<file path="config.mk">
export PLATFORM = sky130hd
export DESIGN_NAME = video_fifo_device_flat
export DESIGN_NICKNAME = d
export VERILOG_FILES = /design/src/verilog/video_fifo_pkg.sv /design/src/verilog/video_dma_if.sv /design/src/verilog/video_fifo_device.sv /design/src/flat_wrapper.sv
export VERILOG_INCLUDE_DIRS = /design/src /design/src/verilog
export SDC_FILE = /design/constraint.sdc
export NUM_CORES = 2
export LEC_CHECK = 0
export BUFFER_PORTS_ARGS = -buffer_cell sky130_fd_sc_hd__buf_4
export CAP_MARGIN = 20
export CELL_PAD_IN_SITES_DETAIL_PLACEMENT = 1
export CELL_PAD_IN_SITES_GLOBAL_PLACEMENT = 2
export CORE_MARGIN = 2
export CORE_UTILIZATION = 25
export CTS_CLUSTER_SIZE = 20
export DETAILED_ROUTE_END_ITERATION = 10
export GPL_ROUTABILITY_DRIVEN = 0
export HOLD_SLACK_MARGIN = 0.08
export PLACE_DENSITY_LB_ADDON = 0.1
export SYNTH_ARGS = -nofsm -noshare
export SYNTH_HDL_FRONTEND = slang
export SYNTH_SLANG_ARGS = --single-unit
</file>
<file path="constraint.sdc">
create_clock -name clk_in -period 8.9 [get_ports clk_in]
set_input_delay 1.78 -clock clk_in [delete_from_list [all_inputs] [get_ports clk_in]]
set_output_delay 1.78 -clock clk_in [all_outputs]
set_load 0.02 [all_outputs]
</file>
<file path="src/verilog/video_fifo_map.svh">
// Constants for the video FIFO and its DMA request path
`ifndef VIDEO_FIFO_MAP_SVH
`define VIDEO_FIFO_MAP_SVH

// Register select, upper nibble of the select byte
`define SEL_MSB         31
`define SEL_LSB         28
`define SEL_CONTROL     4'he
`define SEL_DATA_CTRL   4'hf

// Control register preload field
`define PRELOAD_MSB     10
`define PRELOAD_LSB     8
`define PRELOAD_RESET   3'h1

// Data control register fields
`define HWIDTH_MSB      10
`define HWIDTH_LSB      0
`define HWIDTH_RESET    11'h000
`define HDIS_BIT        13
`define DTEST_MSB       19
`define DTEST_LSB       16

// Write window for the macrocell registers
`define REG_WIN_BASE    32'h03400000
`define REG_WIN_LIMIT   32'h034fffff

// Words per quad-word burst
`define QUAD_WORDS      4

`endif

</file>
<file path="src/verilog/video_fifo_pkg.sv">
// Types shared by the video FIFO device and the DMA arbiter
package video_fifo_pkg;

	// Device request phases
	typedef enum logic [1:0] {
		flush_st,
		preload_st,
		run_st
	} fifo_phase_e;

	// Arbiter phases
	typedef enum logic [1:0] {
		idle_st,
		burst_st,
		gap_st
	} arb_phase_e;

endpackage

</file>
<file path="src/verilog/video_dma_if.sv">
// Link between the video FIFO device and the bus arbiter
`timescale 1ns/1ps
interface video_dma_if;
	logic        register_write_strobe_n; // One-cycle register write strobe
	logic        video_dma_request_n;     // Pending need for video words
	logic        video_dma_ack_n;         // One word per low cycle
	logic [31:0] bus_data;                // Register or DMA data word

	// Documented device end
	modport device
	(
		input  register_write_strobe_n,
		input  video_dma_ack_n,
		input  bus_data,
		output video_dma_request_n
	);

	// Arbiter and memory controller end
	modport arbiter
	(
		output register_write_strobe_n,
		output video_dma_ack_n,
		output bus_data,
		input  video_dma_request_n
	);
endinterface // video_dma_if

</file>
<file path="src/verilog/video_fifo_device.sv">
// Video FIFO with preload, refill and end-of-raster request control
`timescale 1ns/1ps
`include "video_fifo_map.svh"
module video_fifo_device #(
	parameter int DEPTH = 32 // Words held
)(
	input  wire logic              clk_in,            // Bus clock
	input  wire logic              rst_b_in,          // Async reset, low active
	input  wire logic              clk_en_in,         // Freezes all state when low
	video_dma_if.device            bus,               // Arbiter side
	input  wire logic              vflyback_in,       // Vertical flyback level
	input  wire logic              frame_start_in,    // Frame start pulse
	input  wire logic              hsync_in,          // Line sync pulse
	input  wire logic              pixel_pop_in,      // Display takes one word
	output logic            [31:0] pixel_data_out,    // Popped word
	output logic                   pixel_valid_out,   // Popped word valid pulse
	output logic [$clog2(DEPTH):0] fifo_level_out,    // Words held
	output logic                   inhibit_out,       // End-of-raster inhibit active
	output logic             [2:0] preload_out,       // Preload field as stored
	output logic             [3:0] data_test_out      // Test nibble as stored
);
	localparam int AW = $clog2(DEPTH); // Pointer width
	localparam int CW = AW + 1;        // Level width

	// Depth must hold the largest preload plus a full quad burst
	generate
		if (DEPTH < 32 || (DEPTH & (DEPTH - 1)) != 0)
		begin : g_depth_check
			$error("video_fifo_device: DEPTH must be a power of two, at least 32");
		end
	endgenerate

	// Whole state of the block
	typedef struct packed {
		video_fifo_pkg::fifo_phase_e phase;     // Request phase
		logic [DEPTH-1:0][31:0]      mem;       // Word storage
		logic [AW-1:0]               wr_ptr;    // Next write slot
		logic [AW-1:0]               rd_ptr;    // Next read slot
		logic [CW-1:0]               level;     // Words held
		logic [2:0]                  preload;   // Preload field
		logic [10:0]                 hwidth;    // Raster width in words
		logic                        hdis;      // Inhibit disable
		logic [3:0]                  dtest;     // Test nibble
		logic [11:0]                 fetched;   // Words fetched this raster
		logic [31:0]                 pix_data;  // Output word
		logic                        pix_valid; // Output strobe
	} dev_state_s;

	dev_state_s st_ff;  // Registered state
	dev_state_s nxt_st; // Next state

	logic          push;         // Word arriving
	logic          pop;          // Word leaving
	logic [2:0]    preload_code; // Preload field, zero read as one
	logic [CW-1:0] preload_lvl;  // Preload in words
	logic          inhibit;      // End-of-raster suppression
	logic          req;          // Request, high active

	// Preload level is four times the preload code
	always_comb
	begin
		preload_code = (st_ff.preload == 3'h0) ? 3'h1 : st_ff.preload;
		preload_lvl = CW'({preload_code, 2'b00});
	end

	// Suppress near raster end once enough words came in
	always_comb
	begin
		inhibit = !st_ff.hdis && (st_ff.fetched >= {1'b0, st_ff.hwidth});
	end

	// Request decision, from the level kept in this clock domain
	always_comb
	begin
		case (st_ff.phase)
			video_fifo_pkg::flush_st:   req = 1'b0;
			video_fifo_pkg::preload_st: req = (st_ff.level < preload_lvl);
			video_fifo_pkg::run_st:     req = (st_ff.level < preload_lvl) && !inhibit;
			default:                    req = 1'b0;
		endcase
	end

	// Request is combinational so a completed burst is seen at once
	assign bus.video_dma_request_n = ~req;

	// Push and pop qualifiers
	always_comb
	begin
		// Longer bursts are taken while room remains
		push = !bus.video_dma_ack_n && (st_ff.level != CW'(DEPTH)) && !vflyback_in;
		pop = pixel_pop_in && (st_ff.level != '0) && !vflyback_in;
	end

	// Next-state logic
	always_comb
	begin
		nxt_st = st_ff;
		nxt_st.pix_valid = 1'b0;

		// Register write: select from data, not address
		if (!bus.register_write_strobe_n)
		begin
			case (bus.bus_data[`SEL_MSB:`SEL_LSB])
				`SEL_CONTROL:
				begin
					nxt_st.preload = bus.bus_data[`PRELOAD_MSB:`PRELOAD_LSB];
				end
				`SEL_DATA_CTRL:
				begin
					nxt_st.hwidth = bus.bus_data[`HWIDTH_MSB:`HWIDTH_LSB];
					nxt_st.hdis = bus.bus_data[`HDIS_BIT];
					// Stored only; software keeps 0001 here
					nxt_st.dtest = bus.bus_data[`DTEST_MSB:`DTEST_LSB];
				end
				default:
				begin
					// Other macrocell registers live elsewhere
				end
			endcase
		end

		// Storage and level
		if (push)
		begin
			nxt_st.mem[st_ff.wr_ptr] = bus.bus_data;
			nxt_st.wr_ptr = st_ff.wr_ptr + 1'b1;
		end
		if (pop)
		begin
			nxt_st.pix_data = st_ff.mem[st_ff.rd_ptr];
			nxt_st.pix_valid = 1'b1;
			nxt_st.rd_ptr = st_ff.rd_ptr + 1'b1;
		end
		case ({push, pop})
			2'b10:   nxt_st.level = st_ff.level + 1'b1;
			2'b01:   nxt_st.level = st_ff.level - 1'b1;
			default: nxt_st.level = st_ff.level;
		endcase

		// Raster fetch count; a word arriving on the sync edge counts for the new raster
		if (hsync_in || frame_start_in)
		begin
			nxt_st.fetched = push ? 12'h001 : 12'h000;
		end
		else if (push && st_ff.fetched != 12'hfff)
		begin
			nxt_st.fetched = st_ff.fetched + 1'b1;
		end

		// Phase sequencing
		case (st_ff.phase)
			video_fifo_pkg::flush_st:
			begin
				if (frame_start_in && !vflyback_in)
				begin
					nxt_st.phase = video_fifo_pkg::preload_st;
				end
			end
			video_fifo_pkg::preload_st:
			begin
				if (st_ff.level >= preload_lvl)
				begin
					nxt_st.phase = video_fifo_pkg::run_st;
				end
			end
			video_fifo_pkg::run_st:
			begin
				// Stay until flyback
			end
			default:
			begin
				nxt_st.phase = video_fifo_pkg::flush_st;
			end
		endcase

		// Flyback empties the FIFO and waits for the next frame
		if (vflyback_in)
		begin
			nxt_st.phase = video_fifo_pkg::flush_st;
			nxt_st.wr_ptr = '0;
			nxt_st.rd_ptr = '0;
			nxt_st.level = '0;
		end
	end

	// State register; storage reset keeps the struct one register
	always_ff @(posedge clk_in or negedge rst_b_in)
	begin
		if (!rst_b_in)
		begin
			st_ff <= '0;
			st_ff.phase <= video_fifo_pkg::flush_st;
			st_ff.preload <= `PRELOAD_RESET;
			st_ff.hwidth <= `HWIDTH_RESET;
		end
		else if (clk_en_in)
		begin
			st_ff <= nxt_st;
		end
	end

	// User outputs from flops, except inhibit_out, which is decoded from them
	assign pixel_data_out = st_ff.pix_data;
	assign pixel_valid_out = st_ff.pix_valid;
	assign fifo_level_out = st_ff.level;
	assign inhibit_out = inhibit;
	assign preload_out = st_ff.preload;
	assign data_test_out = st_ff.dtest;

endmodule // video_fifo_device

</file>
<file path="src/flat_wrapper.sv">
// flat-port wrapper written by rule: the top's interface ports become plain ports
module video_fifo_device_flat 
#(
	parameter int DEPTH = 32              
)
  (clk_in, rst_b_in, clk_en_in, vflyback_in, frame_start_in, hsync_in, pixel_pop_in, pixel_data_out, pixel_valid_out, fifo_level_out, inhibit_out, preload_out, data_test_out, bus_register_write_strobe_n, bus_video_dma_ack_n, bus_bus_data, bus_video_dma_request_n);
  video_dma_if bus_i ();
  input  wire logic clk_in;
  input  wire logic rst_b_in;
  input  wire logic clk_en_in;
  input  wire logic vflyback_in;
  input  wire logic frame_start_in;
  input  wire logic hsync_in;
  input  wire logic pixel_pop_in;
  output logic            [31:0] pixel_data_out;
  output logic pixel_valid_out;
  output logic [$clog2(DEPTH):0] fifo_level_out;
  output logic inhibit_out;
  output logic             [2:0] preload_out;
  output logic             [3:0] data_test_out;
  input wire logic [$bits(bus_i.register_write_strobe_n)-1:0] bus_register_write_strobe_n;
  input wire logic [$bits(bus_i.video_dma_ack_n)-1:0] bus_video_dma_ack_n;
  input wire logic [$bits(bus_i.bus_data)-1:0] bus_bus_data;
  output wire logic [$bits(bus_i.video_dma_request_n)-1:0] bus_video_dma_request_n;
  assign bus_i.register_write_strobe_n = bus_register_write_strobe_n;
  assign bus_i.video_dma_ack_n = bus_video_dma_ack_n;
  assign bus_i.bus_data = bus_bus_data;
  assign bus_video_dma_request_n = bus_i.video_dma_request_n;
  video_fifo_device #(.DEPTH(DEPTH)) u_core (.clk_in(clk_in), .rst_b_in(rst_b_in), .clk_en_in(clk_en_in), .bus(bus_i), .vflyback_in(vflyback_in), .frame_start_in(frame_start_in), .hsync_in(hsync_in), .pixel_pop_in(pixel_pop_in), .pixel_data_out(pixel_data_out), .pixel_valid_out(pixel_valid_out), .fifo_level_out(fifo_level_out), .inhibit_out(inhibit_out), .preload_out(preload_out), .data_test_out(data_test_out));
endmodule
</file>
# Yosys cells after proc, flatten, opt, wreduce, memory -nomap -nowiden
# Index checks and enable logic that the tools add are counted.
# op_classes
add_sub_neg,5
magnitude_cmp,6
n_eq_ne,11
muxes,19
n_bitwise,2
n_reduce_logical,30
# op_table
operator,n
1024-bit bitwise mux,1
32-bit binary-select mux with 5-bit select,1
32-bit demux with 5-bit select,1
32-bit two-way mux,2
12-bit two-way mux,2
16-bit two-way mux,1
"12-bit by 1-bit adder with 12-bit output, second input constant",1
12-bit by 11-bit >= comparator with 1-bit output,1
"5-bit by 6-bit < comparator with 1-bit output, second input constant",2
"12-bit inequality test, second input constant",1
6-bit one-hot mux with 2 select lines,1
2-bit AND reduction,6
"5-bit by 1-bit adder with 5-bit output, second input constant",2
5-bit two-way mux,2
1-bit logical AND,9
"4-bit == test, second input constant",2
"6-bit by 1-bit adder with 6-bit output, second input constant",1
6-bit by 5-bit >= comparator with 1-bit output,1
6-bit by 5-bit < comparator with 1-bit output,1
2-bit two-way mux,3
"3-bit by 2-bit inequality test with 1-bit output, second input constant",2
"6-bit inequality test, second input constant",1
2-bit one-hot mux with 3 select lines,1
3-bit AND reduction,2
other kinds (17),26
# totals
reg_bits,1106
in_bits,41
out_inout_bits,48
word_cells,116

# Logic depth before layout (Yosys ltp)
# logic_depth
depth_word,6
mapped_depth,10
depth_no_buf,10

# Least setup slack after synthesis
# No wires, ideal clock.
# synth_timing
path_type,input port to flip-flop
start,input vflyback_in
end,"register u_core.st_ff, in the netlist u_core.fifo_level_out[5]"
setup_ns,0.132
t_arrival_ns,3.932
required_time_ns,8.768
setup_slack_ns,4.836
cell_stages,10
path_buffers,2
cell_sequence,clkbuf_1 clkbuf_1 nor3_1 ha_1 a211oi_1 o21bai_1 a21oi_1 mux2i_1 mux2i_1 o2bb2ai_1
# synth_between
elab_chain_len,5
elab_cells_between_ends,9
classes_between,eq/ne: 2; mux: 2; reduce/logical: 5
# synth_rtl
item,line_no,source
from (decl),flat_wrapper.sv:11,input wire logic vflyback_in;
1-bit logical NOT,"video_fifo_device.sv:90, video_fifo_device.sv:91",
1-bit logical AND (on tied branches),"video_fifo_device.sv:91, video_fifo_device.sv:90",
2-bit by 1-bit == test with 1-bit output / 2-bit == test (equally long branches),video_fifo_device.sv:134,"case ({push, pop})"
6-bit one-hot mux with 2 select lines / 3-bit nonzero test (equally long branches),-,
16-bit two-way mux / 2-bit AND reduction (equally long branches),-,
to (signal assigned),video_fifo_device.sv:198,st_ff <= nxt_st;
to (decl),video_fifo_device.sv:49,dev_state_s st_ff;
# Several ways; a longest one is shown, not always the timed one.
# A chain may end at the register's enable or synchronous reset.

# Worst setup path in the final report
# layout_timing
start,register u_core.st_ff[33] (netlist name)
end,output bus_video_dma_request_n
# layout_between
elab_chain_len,6
# layout_rtl
item,line_no,source
12-bit by 11-bit >= comparator with 1-bit output,video_fifo_device.sv:69,"inhibit = !st_ff.hdis && (st_ff.fetched >= {1'b0, st_ff.hwidth});"
1-bit logical AND,video_fifo_device.sv:69,
1-bit logical NOT,video_fifo_device.sv:78,video_fifo_pkg::run_st: req = (st_ff.level < preload_lvl) && !inhibit;
1-bit logical AND,video_fifo_device.sv:78,
1-bit one-hot mux with 2 select lines,video_fifo_device.sv:75,case (st_ff.phase)
1-bit NOT,video_fifo_device.sv:84,assign bus.video_dma_request_n = ~req;
to (decl),flat_wrapper.sv:24,output wire logic [$bits(bus_i.video_dma_request_n)-1:0] bus_video_dma_request_n;
# No other way between the ends.

==> results by group <==
Clock tree
  – Post-CTS Resized: 0
  – CTS tree: yes
  – CTS Hold Bufs: 0
  – Worst skew pair latency: ~0.79 ns
  – Clock sink count: 1106
  – Clock tree root buffer cell: clkbuf_16
  – TritonCTS Buffers: 142
  – H-Tree Depth: 4
  – Longest Clk Path Bufs: 3
  – Setup bufs post-CTS: 0
  – Clk slew on worst S/H paths: about 0.060 ns

STA
  – Max frequency: 202 MHz
  – Clock Skews: 0.0292 ns
  – Min Tclk post-route: 4.96 ns
  – Hold Vio Cnt, Final: 0
  – Relative slew slack: 0.273
  – # setup viols final: 0
  – Slew @ Worst Pin: 1.09 ns
  – Slew Viols, Final: 0
  – RSZ-0062 raised after global routing: no
  – Fin crit share: 0.557
  – TNS Setup: 0 ns

Detailed routing
  – Initial DRT Pass Iterations: 5
  – Drt total wl: 166000 um
  – Vias: 29200
  – Post-route ant nets: 0
  – First-iteration detailed-routing DRC count: roughly 1200
  – WL per Instance: 27.1 um
  – Vias/cell: around 4.8
  – Drc violations: 0

Floorplanning
  – Die Span Y: 455 um
  – Row cnt: 165
  – I/O pins: 89
  – Starting Density: 0.252
  – Core outline area: 202000 um^2
  – Die ar.: 207000 um^2
  – Die Wd: 455 um

Layout
  – Number of filler cells placed in the layout: 21000
  – Most frequent cells in the layout: 1101 x dfrtp_1, 1008 x mux2_2, 225 x mux4_2
  – Layout net count: between 3000 and 4000
  – Commonest non-fill, non-tap cell in the layout: dfrtp_1
  – Layout cells sized above 1: 0.478
  – Layout overhead on the synthesized area: 14.9%

Setup path
  – CP max stage cell: a221oi_1
  – CP arrival: 3.18 ns
  – Worst-path fanout max: 4
  – Critical Path RT: 7.12 ns
  – CP endpoint kind: output pin
  – Worst r2r src: u_core.st_ff[71]$_DFFE_PN0P_
  – Reg-to-reg critical path endpoint: u_core.pixel_data_out[28]$_DFFE_PN0P_
  – Critical path launch point type: flip-flop
  – Worst stage delay on the critical path: approximately 0.64 ns
  – CP Cell Sequence: inv_1 > ha_1 > nand2b_1 > a21o_1 > a211oi_1 > or3_1 > a221oi_1 > o21a_1 > buf_4
  – Setup CP Type: flip-flop to output pin
  – FF-to-FF setup slack: roughly 4.8 ns
  – Worst Reg-to-Reg Cells: 8

Place
  – DP HPWL: 96300 um
  – Port buffer count: between 80 and 90

Power and ir drop
  – Switching Fraction: 0.281
  – Reg power frac: 0.409
  – Proportion of power drawn by combinational gates: 0.174
  – P_int: 9.98 mW
  – Maximum VDD drop: 197 uV
  – Clock power share: 0.417
  – PwrDens: 237 nW/um^2
  – Leak Pwr: 26.9 nW
  – Power Total: 13.9 mW
  – Net Sw Power: 3.91 mW

Synth
  – Seq/Total Area, Yosys: 0.543
  – Post-Synthesis Cells: 3411
  – Synth warn: 0
  – Asr flop ratio synth: 1.00
  – Number of enable flip-flop cells after synthesis: 0
  – Post-synth net total: 3481
  – Flops & latches, synth: 1106
  – Synth cell types: 59
  – Ys flop type: dfrtp_1
  – Post-synthesis cell area: 50900 um^2
  – Avg Cell Area, Syn: about 15 um^2

GRT
  – Wire length of the first global-routing pass: between 200000 and 250000 um
  – Overall Global Routing Usage: 0.163
  – Initial antenna violation count: 7
  – Grt ovf: 0
  – Pin count of the biggest net entering global routing: 168
  – Vias in the first global route: between 30000 and 40000

Worst hold path
  – Hold Crit Start: u_core.pixel_data_out[28]$_DFFE_PN0P_
  – HP Class: flip-flop to flip-flop
  – Hold Crit Depth: 2
  – Hold Path End: u_core.pixel_data_out[28]$_DFFE_PN0P_

Flow run
  – Max-Cap Viols: 0

Outcome
  – Status: finished, final reports clean
==> cells in the mapped netlist (all sizes together) (12+ instances only) <==
| master | number | area [um^2] |
|---|---|---|
| dfrtp | 1105 | 27700 |
| mux2 | 1041 | 11700 |
| mux4 | 225 | 5070 |
| buf | 189 | 1320 |
| clkbuf | 165 | 619 |
| o21ai | 116 | 581 |
| mux2i | 95 | 951 |
| a21oi | 75 | 375 |
| nand2 | 75 | 284 |
| a22oi | 66 | 495 |
| nor2 | 42 | 258 |
| nor2b | 35 | 219 |
| o22ai | 31 | 194 |
| ha | 28 | 350 |
| inv | 23 | 86.3 |
| nand3 | 12 | 60.1 |
==> metal layers <==
| metal | vias up | global-route usage | share of wire |
|---|---|---|---|
| met2 | 385 | 0.289 | 0.52 |
| met4 | 0 | 0.0475 | 0.025 |
| met3 | 247 | 0.0232 | 0.026 |
| met5 | - | 0 | 0 |
| li1 | 12400 | - | - |
| met1 | 16100 | 0.204 | 0.43 |
==> per-stage QoR <==
step,hold WS [ns],instances,utilization,cell area (um^2),setup slack [ns]
detailed placement,0.473,5876,0.265,53700,3.45
floorplan,0.451,3411,-,50900,4.84
global route,0.500,6138,0.289,58500,3.72
finish,0.477,6139,0.289,58500,3.94
global placement,0.462,5873,0.265,53700,3.67
CTS,0.486,6132,0.289,58400,3.80
==> cell families after synthesis <==
group,share of synthesized area
compound gates,0.0382
xor+xnor,0.00155
fa+ha+maj,0.00727
buf+inv,0.0398
flops,0.543
mux,0.348
simple gates,0.0213
==> worst max-delay path, delay by kind of cell (launching register included) <==
family                     cells  cell delay [ns]
AOI/OAI and AO/OA              4             1.08
buffers and inverters          2             0.24
adders and majority gates      1             0.28
DFF                            1             0.36
and+or+nand+nor                2             0.44
==> final cells by class <==
type | count | area, um^2 | area share
Clock inverter | 26 | 244 | 0.00417
Tap cell | 2672 | 3340 | 0.0571
Inverter | 23 | 87.6 | 0.00150
Sequential cell | 1106 | 27700 | 0.473
Antenna cell | 4 | 10.0 | 0.000171
Multi-Input combinational cell | 1928 | 21400 | 0.365
Clock buffer | 230 | 4490 | 0.0768
Timing Repair Buffer | 150 | 1280 | 0.0219
==> sequential cells by signal (all words and copies together) (netlist names) <==
name / flops
u_core.st_ff: 1060
u_core.pixel_data_out: 32
u_core.fifo_level_out: 6
u_core.data_test_out: 4
u_core.preload_out: 3
u_core.pixel_valid_out: 1
==> power by group through the flow <==
stage | Combinational, mW | Clock (mW) | Sequential [mW]
2_1_floorplan | 1.82 | 0 | 5.60
3_3_place_gp | 2.49 | 0 | 5.74
3_5_place_dp | 2.52 | 0 | 5.78
4_1_cts | 2.52 | 6.03 | 5.69
5_1_grt | 2.66 | 6.23 | 5.74
6_report | 2.42 | 5.79 | 5.68
==> worst max path at each step <==
stage / endpoint / from / slack (ns)
after floorplan: u_core.fifo_level_out[5]$_DFFE_PN0P_ / vflyback_in / 4.84
after global placement: u_core.st_ff[740]$_DFFE_PN0P_ / vflyback_in / 3.67
after detailed placement: u_core.st_ff[740]$_DFFE_PN0P_ / vflyback_in / 3.45
after CTS: bus_video_dma_request_n / u_core.st_ff[33]$_DFFE_PN0P_ / 3.80
after global routing: bus_video_dma_request_n / u_core.st_ff[33]$_DFFE_PN0P_ / 3.72
final: bus_video_dma_request_n / u_core.st_ff[33]$_DFFE_PN0P_ / 3.94
(Power assumes the default switching activity.)
